$ cat src/logic/smx_map.svh
// register offsets, field positions, reset values and pin timing
// assumes the 8-bit register port of smx_top
// How it works
// RULE1 - output is the selected carrier gated by the modulator state
// RULE2 - modulator high passes the high carrier
// RULE3 - modulator low passes the low carrier
// RULE4 - enable bit in the control register activates the mixer
// RULE5 - enable clear forces both carriers to constant low
// RULE6 - enable clear forces the modulator to the software data bit
// RULE7 - stored source selections survive disable and apply again on enable
// RULE8 - output disabled while enabled: mixing goes on, pin held low
// RULE9 - clearing pin enable stops driving the pin, module stays on
// RULE10 - four-bit modulator source field with eleven choices
// RULE11 - four-bit high carrier field in the high carrier register
// RULE12 - four-bit low carrier field from the same carrier sources
// RULE13 - synced carrier pulse in progress falls low before switching
// RULE14 - high carrier sync only when its sync bit is set
// RULE15 - low carrier sync only when its own sync bit is set
// RULE16 - serial data source is meaningful only in SPI mode
// RULE17 - modulator code map, codes 1011 and above connect nothing
// RULE18 - each carrier may be inverted by its own polarity bit
// RULE19 - final output may be inverted by an output polarity bit
// RULE20 - any reset disables the mixer and restores register defaults
// RULE21 - carrier codes in listed order, unassigned codes give low
`ifndef SMX_MAP_SVH
`define SMX_MAP_SVH

`define SMX_ADDR_CTRL  4'h0
`define SMX_ADDR_SRC   4'h1
`define SMX_ADDR_HIGH_CARRIER_SIGNAL  4'h2
`define SMX_ADDR_LOW_CARRIER_SIGNAL  4'h3

`define SMX_CTRL_RST   8'h20
`define SMX_SRC_RST    8'h00
`define SMX_CAR_RST    8'h00

`define SMX_CTRL_EN    7
`define SMX_CTRL_OE    6
`define SMX_CTRL_SLR   5
`define SMX_CTRL_OPOL  4
`define SMX_CTRL_OUT   3
`define SMX_CTRL_BIT   0
`define SMX_SRC_ODIS   7
`define SMX_CAR_ODIS   7
`define SMX_CAR_POL    6
`define SMX_CAR_SYNC   5
`define SMX_SEL_MSB    3

`define SMX_PIN_STAGES 3
`define SMX_PIN_COUNT  3

`endif

$ cat src/logic/smx_pkg.sv
// types shared by the signal mixer top and its carrier switch
// assumes smx_map.svh for numeric constants
package smx_pkg;

   typedef enum logic [3:0] {
      SMX_MS_SWBIT = 4'b0000,
      SMX_MS_PIN   = 4'b0001,
      SMX_MS_PWM1  = 4'b0010,
      SMX_MS_PWM2  = 4'b0011,
      SMX_MS_PWM3  = 4'b0100,
      SMX_MS_PWM4  = 4'b0101,
      SMX_MS_CMP1  = 4'b0110,
      SMX_MS_CMP2  = 4'b0111,
      SMX_MS_SPI1  = 4'b1000,
      SMX_MS_SPI2  = 4'b1001,
      SMX_MS_UART  = 4'b1010
   } smx_mod_src_t;

   typedef enum logic [3:0] {
      SMX_CS_PWM1  = 4'b0000,
      SMX_CS_PWM2  = 4'b0001,
      SMX_CS_PWM3  = 4'b0010,
      SMX_CS_PWM4  = 4'b0011,
      SMX_CS_REF   = 4'b0100,
      SMX_CS_PIN1  = 4'b0101,
      SMX_CS_PIN2  = 4'b0110,
      SMX_CS_GND   = 4'b0111
   } smx_car_src_t;

   typedef struct packed {
      logic       odis;
      logic       pol;
      logic       sync;
      logic [3:0] sel;
   } smx_car_cfg_t;

   typedef struct packed {
      logic         en;
      logic         oe;
      logic         slr;
      logic         opol;
      logic         swBit;
      logic         msOdis;
      logic [3:0]   msSel;
      smx_car_cfg_t high_carrier_signal;
      smx_car_cfg_t low_carrier_signal;
      logic [2:0][2:0] pinShift;
      logic [2:0]   pinFlt;
      logic         pinOut;
      logic [7:0]   rdData;
   } smx_top_state_t;

   typedef struct packed {
      logic useHigh;
   } smx_mix_state_t;

endpackage : smx_pkg

$ cat src/logic/smx_mix_if.sv
// carrier and modulator levels between the top and the carrier switch
// assumes both ends on the same clock
interface smx_mix_if;
   logic carHigh;
   logic carLow;
   logic modSig;
   logic syncHigh;
   logic syncLow;
   logic mixed;
   logic useHigh;

   modport mixer (
      input  carHigh,
      input  carLow,
      input  modSig,
      input  syncHigh,
      input  syncLow,
      output mixed,
      output useHigh
   );

   modport feed (
      output carHigh,
      output carLow,
      output modSig,
      output syncHigh,
      output syncLow,
      input  mixed,
      input  useHigh
   );
endinterface : smx_mix_if

$ cat src/logic/smx_mixer.sv
// carrier switch: picks high or low carrier from the modulator level
// assumes carriers and modulator are already on ref_clk
module smx_mixer
   import smx_pkg::*;
(
   input wire logic ref_clk,
   input wire logic srst,
   smx_mix_if.mixer mx
);

   smx_mix_state_t st_q;
   smx_mix_state_t st_d;
   logic           curSync;
   logic           curCar;
   logic           useEff;

   // ------------------------------------------------------------
   // switch decision
   // ------------------------------------------------------------
   // a synced carrier keeps the old side until its pulse falls
   assign curSync = st_q.useHigh ? mx.syncHigh : mx.syncLow; // [RULE14] [RULE15]
   assign curCar  = st_q.useHigh ? mx.carHigh  : mx.carLow;
   assign useEff  = (curSync && curCar) ? st_q.useHigh : mx.modSig; // [RULE13]
   assign mx.mixed   = useEff ? mx.carHigh : mx.carLow; // [RULE1] [RULE2] [RULE3]
   assign mx.useHigh = st_q.useHigh;

   always_comb begin
      st_d = st_q;
      st_d.useHigh = useEff;
   end

   always_ff @(posedge ref_clk) begin
      if (srst) begin
         st_q <= '0;
      end else begin
         st_q <= st_d;
      end
   end
endmodule : smx_mixer

$ cat src/logic/smx_top.sv
// signal mixer: keyed output from a modulator and two carriers
// assumes peripheral sources on ref_clk, pins asynchronous
//
// Our own choices: the register offsets and the plain strobed port.
`include "smx_map.svh"

module smx_top
   import smx_pkg::*;
(
   input  wire logic       ref_clk,
   input  wire logic       srst,
   input  wire logic [3:0] regAddr,
   input  wire logic [7:0] regWrData,
   input  wire logic       regWrEn,
   input  wire logic       regRdEn,
   output logic      [7:0] regRdData,
   input  wire logic [3:0] pwmOut,
   input  wire logic [1:0] cmpOut,
   input  wire logic [1:0] spiSdo,
   input  wire logic       uartTx,
   input  wire logic       refClkSig,
   input  wire logic       externalModulatorPin,
   input  wire logic       externalCarrierPinOne,
   input  wire logic       externalCarrierPinTwo,
   output logic            modulatedOutputPin,
   output logic            slewLimitEn,
   output logic            modSrcPinDisable,
   output logic            highCarPinDisable,
   output logic            lowCarPinDisable
);

   smx_top_state_t st_q;
   smx_top_state_t st_d;
   smx_mix_if      mx ();
   logic [2:0]     pinRaw;
   logic           modSel;
   logic           carHSel;
   logic           carLSel;
   logic           mixPol;
   localparam logic [7:0] ctrlRstVal = `SMX_CTRL_RST;

   // ------------------------------------------------------------
   // source selection
   // ------------------------------------------------------------
   function automatic logic pickCar(
      input logic [3:0] sel,
      input logic [3:0] pwm,
      input logic       refc,
      input logic       p1,
      input logic       p2
   );
      case (sel) // [RULE21]
         SMX_CS_PWM1: pickCar = pwm[0];
         SMX_CS_PWM2: pickCar = pwm[1];
         SMX_CS_PWM3: pickCar = pwm[2];
         SMX_CS_PWM4: pickCar = pwm[3];
         SMX_CS_REF:  pickCar = refc;
         SMX_CS_PIN1: pickCar = p1;
         SMX_CS_PIN2: pickCar = p2;
         SMX_CS_GND:  pickCar = 1'b0;
         default:     pickCar = 1'b0;
      endcase
   endfunction : pickCar

   assign pinRaw = {externalCarrierPinTwo, externalCarrierPinOne,
                    externalModulatorPin};

   // serial data sources are only meaningful while in SPI mode
   always_comb begin
      case (st_q.msSel) // [RULE10] [RULE17] [RULE16]
         SMX_MS_SWBIT: modSel = st_q.swBit;
         SMX_MS_PIN:   modSel = st_q.pinFlt[0];
         SMX_MS_PWM1:  modSel = pwmOut[0];
         SMX_MS_PWM2:  modSel = pwmOut[1];
         SMX_MS_PWM3:  modSel = pwmOut[2];
         SMX_MS_PWM4:  modSel = pwmOut[3];
         SMX_MS_CMP1:  modSel = cmpOut[0];
         SMX_MS_CMP2:  modSel = cmpOut[1];
         SMX_MS_SPI1:  modSel = spiSdo[0];
         SMX_MS_SPI2:  modSel = spiSdo[1];
         SMX_MS_UART:  modSel = uartTx;
         default:      modSel = 1'b0;
      endcase
   end

   assign carHSel = pickCar(st_q.high_carrier_signal.sel, pwmOut, refClkSig, // [RULE11]
                            st_q.pinFlt[1], st_q.pinFlt[2]);
   assign carLSel = pickCar(st_q.low_carrier_signal.sel, pwmOut, refClkSig, // [RULE12]
                            st_q.pinFlt[1], st_q.pinFlt[2]);

   // disabled: carriers to ground, modulator to the software bit,
   // selections stay in the registers untouched
   assign mx.carHigh  = st_q.en & (carHSel ^ st_q.high_carrier_signal.pol); // [RULE5] [RULE18]
   assign mx.carLow   = st_q.en & (carLSel ^ st_q.low_carrier_signal.pol); // [RULE5] [RULE18]
   assign mx.modSig   = st_q.en ? modSel : st_q.swBit; // [RULE4] [RULE6] [RULE7]
   assign mx.syncHigh = st_q.high_carrier_signal.sync;
   assign mx.syncLow  = st_q.low_carrier_signal.sync;
   assign mixPol      = mx.mixed ^ st_q.opol; // [RULE19]

   smx_mixer u_mixer (
      .ref_clk (ref_clk),
      .srst    (srst),
      .mx      (mx)
   );

   // ------------------------------------------------------------
   // state update
   // ------------------------------------------------------------
   always_comb begin
      st_d = st_q;
      // pins cross in three stages; a level is taken once the
      // second and third stage agree, rejecting one-cycle glitches
      for (int i = 0; i < `SMX_PIN_COUNT; i++) begin
         st_d.pinShift[i] = {st_q.pinShift[i][1:0], pinRaw[i]};
         if (st_q.pinShift[i][1] == st_q.pinShift[i][2]) begin
            st_d.pinFlt[i] = st_q.pinShift[i][2];
         end
      end
      if (regWrEn) begin
         case (regAddr)
            `SMX_ADDR_CTRL: begin
               st_d.en    = regWrData[`SMX_CTRL_EN]; // [RULE4]
               st_d.oe    = regWrData[`SMX_CTRL_OE]; // [RULE9]
               st_d.slr   = regWrData[`SMX_CTRL_SLR];
               st_d.opol  = regWrData[`SMX_CTRL_OPOL];
               st_d.swBit = regWrData[`SMX_CTRL_BIT];
            end
            `SMX_ADDR_SRC: begin
               st_d.msOdis = regWrData[`SMX_SRC_ODIS];
               st_d.msSel  = regWrData[`SMX_SEL_MSB:0];
            end
            `SMX_ADDR_HIGH_CARRIER_SIGNAL: begin
               st_d.high_carrier_signal.odis = regWrData[`SMX_CAR_ODIS];
               st_d.high_carrier_signal.pol  = regWrData[`SMX_CAR_POL];
               st_d.high_carrier_signal.sync = regWrData[`SMX_CAR_SYNC]; // [RULE14]
               st_d.high_carrier_signal.sel  = regWrData[`SMX_SEL_MSB:0];
            end
            `SMX_ADDR_LOW_CARRIER_SIGNAL: begin
               st_d.low_carrier_signal.odis = regWrData[`SMX_CAR_ODIS];
               st_d.low_carrier_signal.pol  = regWrData[`SMX_CAR_POL];
               st_d.low_carrier_signal.sync = regWrData[`SMX_CAR_SYNC]; // [RULE15]
               st_d.low_carrier_signal.sel  = regWrData[`SMX_SEL_MSB:0];
            end
            default: begin
            end
         endcase
      end
      st_d.rdData = 8'h00;
      if (regRdEn) begin
         case (regAddr)
            `SMX_ADDR_CTRL: begin
               st_d.rdData[`SMX_CTRL_EN]   = st_q.en;
               st_d.rdData[`SMX_CTRL_OE]   = st_q.oe;
               st_d.rdData[`SMX_CTRL_SLR]  = st_q.slr;
               st_d.rdData[`SMX_CTRL_OPOL] = st_q.opol;
               st_d.rdData[`SMX_CTRL_OUT]  = st_q.pinOut;
               st_d.rdData[`SMX_CTRL_BIT]  = st_q.swBit;
            end
            `SMX_ADDR_SRC: begin
               st_d.rdData[`SMX_SRC_ODIS]   = st_q.msOdis;
               st_d.rdData[`SMX_SEL_MSB:0]  = st_q.msSel;
            end
            `SMX_ADDR_HIGH_CARRIER_SIGNAL: begin
               st_d.rdData[`SMX_CAR_ODIS]  = st_q.high_carrier_signal.odis;
               st_d.rdData[`SMX_CAR_POL]   = st_q.high_carrier_signal.pol;
               st_d.rdData[`SMX_CAR_SYNC]  = st_q.high_carrier_signal.sync;
               st_d.rdData[`SMX_SEL_MSB:0] = st_q.high_carrier_signal.sel;
            end
            `SMX_ADDR_LOW_CARRIER_SIGNAL: begin
               st_d.rdData[`SMX_CAR_ODIS]  = st_q.low_carrier_signal.odis;
               st_d.rdData[`SMX_CAR_POL]   = st_q.low_carrier_signal.pol;
               st_d.rdData[`SMX_CAR_SYNC]  = st_q.low_carrier_signal.sync;
               st_d.rdData[`SMX_SEL_MSB:0] = st_q.low_carrier_signal.sel;
            end
            default: begin
            end
         endcase
      end
      // pin held low while not driven; mixing itself goes on
      st_d.pinOut = (st_q.en && st_q.oe) ? mixPol : 1'b0; // [RULE8] [RULE9]
   end

   always_ff @(posedge ref_clk) begin
      if (srst) begin // [RULE20]
         st_q          <= '0;
         st_q.en       <= ctrlRstVal[`SMX_CTRL_EN];
         st_q.slr      <= ctrlRstVal[`SMX_CTRL_SLR];
      end else begin
         st_q <= st_d;
      end
   end

   assign regRdData          = st_q.rdData;
   assign modulatedOutputPin = st_q.pinOut;
   assign slewLimitEn        = st_q.slr;
   assign modSrcPinDisable   = st_q.msOdis;
   assign highCarPinDisable  = st_q.high_carrier_signal.odis;
   assign lowCarPinDisable   = st_q.low_carrier_signal.odis;
endmodule : smx_top

$ cat config.mk
export PLATFORM = sky130hd
export DESIGN_NAME = smx_top
export DESIGN_NICKNAME = d
export VERILOG_FILES = /design/src/logic/smx_pkg.sv /design/src/logic/smx_mix_if.sv /design/src/logic/smx_mixer.sv /design/src/logic/smx_top.sv
export VERILOG_INCLUDE_DIRS = /design/src /design/src/logic
export SDC_FILE = /design/constraint.sdc
export NUM_CORES = 1
export LEC_CHECK = 0
export BUFFER_PORTS_ARGS = -buffer_cell sky130_fd_sc_hd__buf_2
export CORE_ASPECT_RATIO = 1.75
export CORE_MARGIN = 3
export CORE_UTILIZATION = 27
export DETAILED_ROUTE_END_ITERATION = 6
export PLACE_DENSITY = 0.58
export SLEW_MARGIN = 20
export SYNTH_ARGS = -nofsm -noshare
export SYNTH_HDL_FRONTEND = slang
export SYNTH_SLANG_ARGS = --single-unit
$ cat constraint.sdc
create_clock -name ref_clk -period 2.1 [get_ports ref_clk]
set_input_delay 0.105 -clock ref_clk [delete_from_list [all_inputs] [get_ports ref_clk]]
set_output_delay 0.105 -clock ref_clk [all_outputs]
set_load 0.005 [all_outputs]
# == Word-level counts from Yosys, hierarchy flattened ==
# Cells that the tools add are included.
# word_totals
elab_cells,87
ff_bits,46
inputBits,29
# classes
n_mux,13
n_reduce_logical,13
bitwise_logic,8
eq_ne,28
# op_table
cell,count
== test 4 x 3 -> 1 bit (second input constant),10
== test 4 x 2 -> 1 bit (second input constant),8
== test 4 x 1 -> 1 bit (second input constant),4
logical NOT 4 bit,4
case mux 1 bit (7 select lines),2
== test 4 bit (second input constant),3
case mux 1 bit (4 select lines),3
case mux 2 bit (3 select lines),2
case mux 1 bit (11 select lines),1
AND reduction 2 bit,4
two-way mux 1 bit,5
OR reduction 2 bit,2
== test 1 bit,3
NOT 1 bit,3
OR reduction 3 bit,1
XOR 1 bit,3
AND 1 bit,2
logical AND 1 bit,2

# == Longest topological paths before layout ==
# depth
word_depth,9
depth_mapped,7
depth_no_buf,6

# == Cells and area by module ==
# Synthesis repeated with hierarchy kept, for this count alone.
# hier_totals
cells_unflattened,216
area_unflattened_um2,2053.2
# modules_own_cells
mod,area_per_inst_um2,cells_each,n_inst
smx_top,1989.4,207,1
smx_mixer,63.8,9,1

# == Worst setup path before layout ==
# OpenSTA, ideal clock, no wires.
# synth_timing
path_type,register to register
start,register st_q[28] (netlist bit)
end,register st_q (netlist bit modulatedOutputPin)
setup_time_ns,0.062
path_buffers,0
slack_ns,0.112
t_arrival_ns,1.926
required_ns,2.038
path_stages_with_launch,7
cell_sequence,dfxtp_1 > mux4_2 > or2_0 > and4b_1 > or2_1 > or3_1 > nand3_1
# synth_between
elab_chain_cells,9
# synth_rtl
element,line_no,text
from (decl),smx_top.sv:32,smx_top_state_t st_q;
from (signal assigned),smx_top.sv:189,st_q <= st_d;
== test 4 x 3 -> 1 bit (tied with other cells),smx_top.sv:52,case (sel)
case mux 1 bit (7 select lines) *,smx_top.sv:52,
XOR 1 bit *,smx_top.sv:93,assign mx.carHigh = st_q.en & (carHSel ^ st_q.high_carrier_signal.pol);
AND 1 bit *,smx_top.sv:93,
two-way mux 1 bit,smx_mixer.sv:22,assign curCar = st_q.useHigh ? mx.carHigh : mx.carLow;
logical AND 1 bit,smx_mixer.sv:23,assign useEff = (curSync && curCar) ? st_q.useHigh : mx.modSig;
two-way mux 1 bit,smx_mixer.sv:23,
two-way mux 1 bit *,smx_mixer.sv:24,assign mx.mixed = useEff ? mx.carHigh : mx.carLow;
XOR 1 bit *,smx_top.sv:98,assign mixPol = mx.mixed ^ st_q.opol;
# Mark *: on every way between the ends. The rest lies on a longest branch, timed or not.
# A chain may end at the register's enable or synchronous reset.

# == Worst setup path after layout ==
# Same ends and word-level chain as after synthesis.

==> results.sh <==
export IMPL_status="complete, no violations"
export IMPL_worst_path_buf_inv=0
export IMPL_ys_types=36
export IMPL_pwr_share_seq=0.470
export IMPL_holdWs_ns=0.0257
export IMPL_ir_drop_mv=0.292
export IMPL_worstSetupPathType="flip-flop to flip-flop"
export IMPL_synth_area_leaders="dfxtp_1, mux2i_1, nor2_1"
export IMPL_tightest_slew_ns=0.475
export IMPL_die_height_um=122
export IMPL_post_cts_buffers=0
export IMPL_comb_power_share=0.063
export IMPL_regArea_um2=927
export IMPL_wirelength_mm=5.21
export IMPL_clock_path_buffers=2
export IMPL_hp_class="input port to flip-flop"
export IMPL_crit_arrival_ns=2.23
export IMPL_p_switching_uw=402
export IMPL_io_pins=42
export IMPL_sw_frac_of_total=0.211
export IMPL_syn_to_final_growth_pct=19.6
export IMPL_fin_crit_sh=0.949
export IMPL_cts_tree="done"
export IMPL_syn_num_nets=240
export IMPL_rsz0062_at_grt="false"
export IMPL_avgSynthCellArea_um2=9.90
export IMPL_synth_seq_cells=46
export IMPL_stdcell_area_um2=2500
export IMPL_synth_top_area_frac=0.441
export IMPL_diodes=0
export IMPL_grt_pass1_wl_mm=8.01
export IMPL_synth_common_cells="dfxtp_1, nor2_1, mux2i_1"
export IMPL_syn_instance_count=211
export IMPL_multi_input_area_um2=1060
export IMPL_cts_made_buffers=5
export IMPL_cp_top_family="simple AND/OR/NAND/NOR gates"
export IMPL_grt_max_degree=40
export IMPL_rr_startpoint="st_q[28]"
export IMPL_netlist_area_um2=2090
export IMPL_std_cell_rows=41
export IMPL_finClkSkew_ns=0.00504
export IMPL_final_cells=332
export IMPL_routedWlPerCell_um=15.7
export IMPL_max_freq_ghz=0.502
export IMPL_ant_nets=0
export IMPL_min_from="externalCarrierPinOne"
export IMPL_cts_htree_levels=2
export IMPL_io_buffers=41
export IMPL_finalSetupViolations=0
export IMPL_total_leakage_power_uw=0.00108
export IMPL_cp_max_fo=3
export IMPL_gr_total_overflow=0
export IMPL_initial_core_util=0.283
export IMPL_power_density_nw_per_um2=762
export IMPL_die_area_um2=8870
export IMPL_slowest_delay_ns=0.48
export IMPL_gp_congestion=0.841
export IMPL_placed_area_um2=2330
export IMPL_min_period_ns=1.99
export IMPL_avgViaCountPerCell=4.89
export IMPL_cap_violations=0
export IMPL_cts_sinks=46
export IMPL_drc=0
export IMPL_vias=1624
export IMPL_cp_data_required_time_ns=2.33
export IMPL_clock_latency_ns=0.29
export IMPL_grt_usage=0.122
export IMPL_async_reset_ff_frac=0
export IMPL_root_buffer="clkbuf_16"
export IMPL_report_final_hold_viol_count=0
export IMPL_critPathLaunchType="flip-flop"
export IMPL_drt_initial_drc_count=72
export IMPL_coreArea_um2=7390
export IMPL_die_w_um=72.5
export IMPL_synth_area_leader_cell="dfxtp_1"
export IMPL_power_internal_uw=1500
export IMPL_dpl_cell_count=324
export IMPL_drive_gt1_frac=0.272
export IMPL_place_hpwl_mm=4.00
export IMPL_yosysMostFrequentCell="dfxtp_1"
export IMPL_cp_startpoint="st_q[28]"
export IMPL_worstSetupEndpointType="flip-flop"
export IMPL_nNetsFinal=274
export IMPL_fillers=776
export IMPL_crit_chain="mux4_2 -> or2_0 -> and4b_1 -> or2_1 -> or3_1 -> nand3_1"
export IMPL_pwr_share_clk=0.467
export IMPL_final_max_slew_viol_count=0
export IMPL_drtPass1Iterations=4
export IMPL_seq_area_frac_synth=0.441
export IMPL_ys_warnings_count=0
export IMPL_slowest_stage="mux4_2"
export IMPL_antenna_found_initial=0
export IMPL_max_slew_margin=0.683
export IMPL_synth_edff_count=0
export IMPL_synth_ff_type="dfxtp_1"
export IMPL_grt_pass1_vias=1617
export IMPL_cts_clk_slew_worst_paths_ns=0.06
## state kept, by name (all words and copies together), names as in the netlist
name / cells
st_q: 24
regRdData: 8
st_d: 6
highCarPinDisable: 1
lowCarPinDisable: 1
modSrcPinDisable: 1
modulatedOutputPin: 1
mx.syncHigh: 1
mx.syncLow: 1
slewLimitEn: 1
u_mixer.mx.useHigh: 1
## kinds of logic after synthesis
group                  count (synthesis)  share of synthesized area
AND/OR/NAND/NOR                       84                      0.202
AO/OA/AOI/OAI                         23                     0.0784
buffers and inverters                 18                     0.0503
multiplexers                          39                      0.224
flip-flops                            46                      0.441
XOR/XNOR                               1                    0.00419
## layout by cell type (no fill, tap or decap), drive strengths merged, types with 3 or more instances in the layout
master and instances:
a21oi 5, a31oi 3, buf 45, clkbuf 6
dfxtp 46, mux2i 31, mux4 6, nand2 11
nand3b 3, nor2 37, nor2b 14, o21ai 4
o221ai 3, or2 4
## layout make-up
class / count / share of cell area
clock buffer: 6 / 0.0516
clock inverter: 2 / 0.0150
multi-input combinational: 147 / 0.425
sequential: 46 / 0.371
tap: 86 / 0.0430
timing repair buffer: 45 / 0.0941
## timing repair
action	4_1_cts	5_1_grt
endpoints found under the setup margin	1	1
hold buffers	0	0
gates resized for setup	1	3
hold endpoints to repair	0	0
## metal layers
layer / part of all wire / GRT usage / routed length (µm)
met4: 0.043 / 0.0855 / 223
met2: 0.56 / 0.228 / 2900
met5: 0 / 0 / 0
met3: 0.037 / 0.0262 / 193
met1: 0.36 / 0.114 / 1890
## power groups by stage
stage          Sequential, µW  Clock, µW  Combinational [µW]
2_1_floorplan             912          0                66.2
3_3_place_gp              916          0                 117
3_5_place_dp              916          0                 120
4_1_cts                   897        915                 121
5_1_grt                   897        953                 130
6_report                  896        890                 119
## worst paths after layout
check	to	cells past startpoint	slack [ns]
hold / removal	st_d[16]	2	0.03
hold reg to reg	st_d[14]	1	0.44
setup / recovery	modulatedOutputPin	6	0.11
setup reg to reg	modulatedOutputPin	6	0.11
## metrics by stage
stage | setup WS [ns] | utilization | TNS [ns] | total power [µW]
final | 0.107 | 0.338 | 0 | 1910
after global routing | 0.000987 | 0.338 | 0 | 1980
after CTS | 0.0787 | 0.338 | 0 | 1930
after detailed placement | -0.0345 | 0.315 | -0.0345 | 1040
after global placement | 0.0506 | 0.315 | 0 | 1030
after floorplan | 0.112 | - | 0 | 978
No activity file was read; power rests on OpenSTA's default activity.
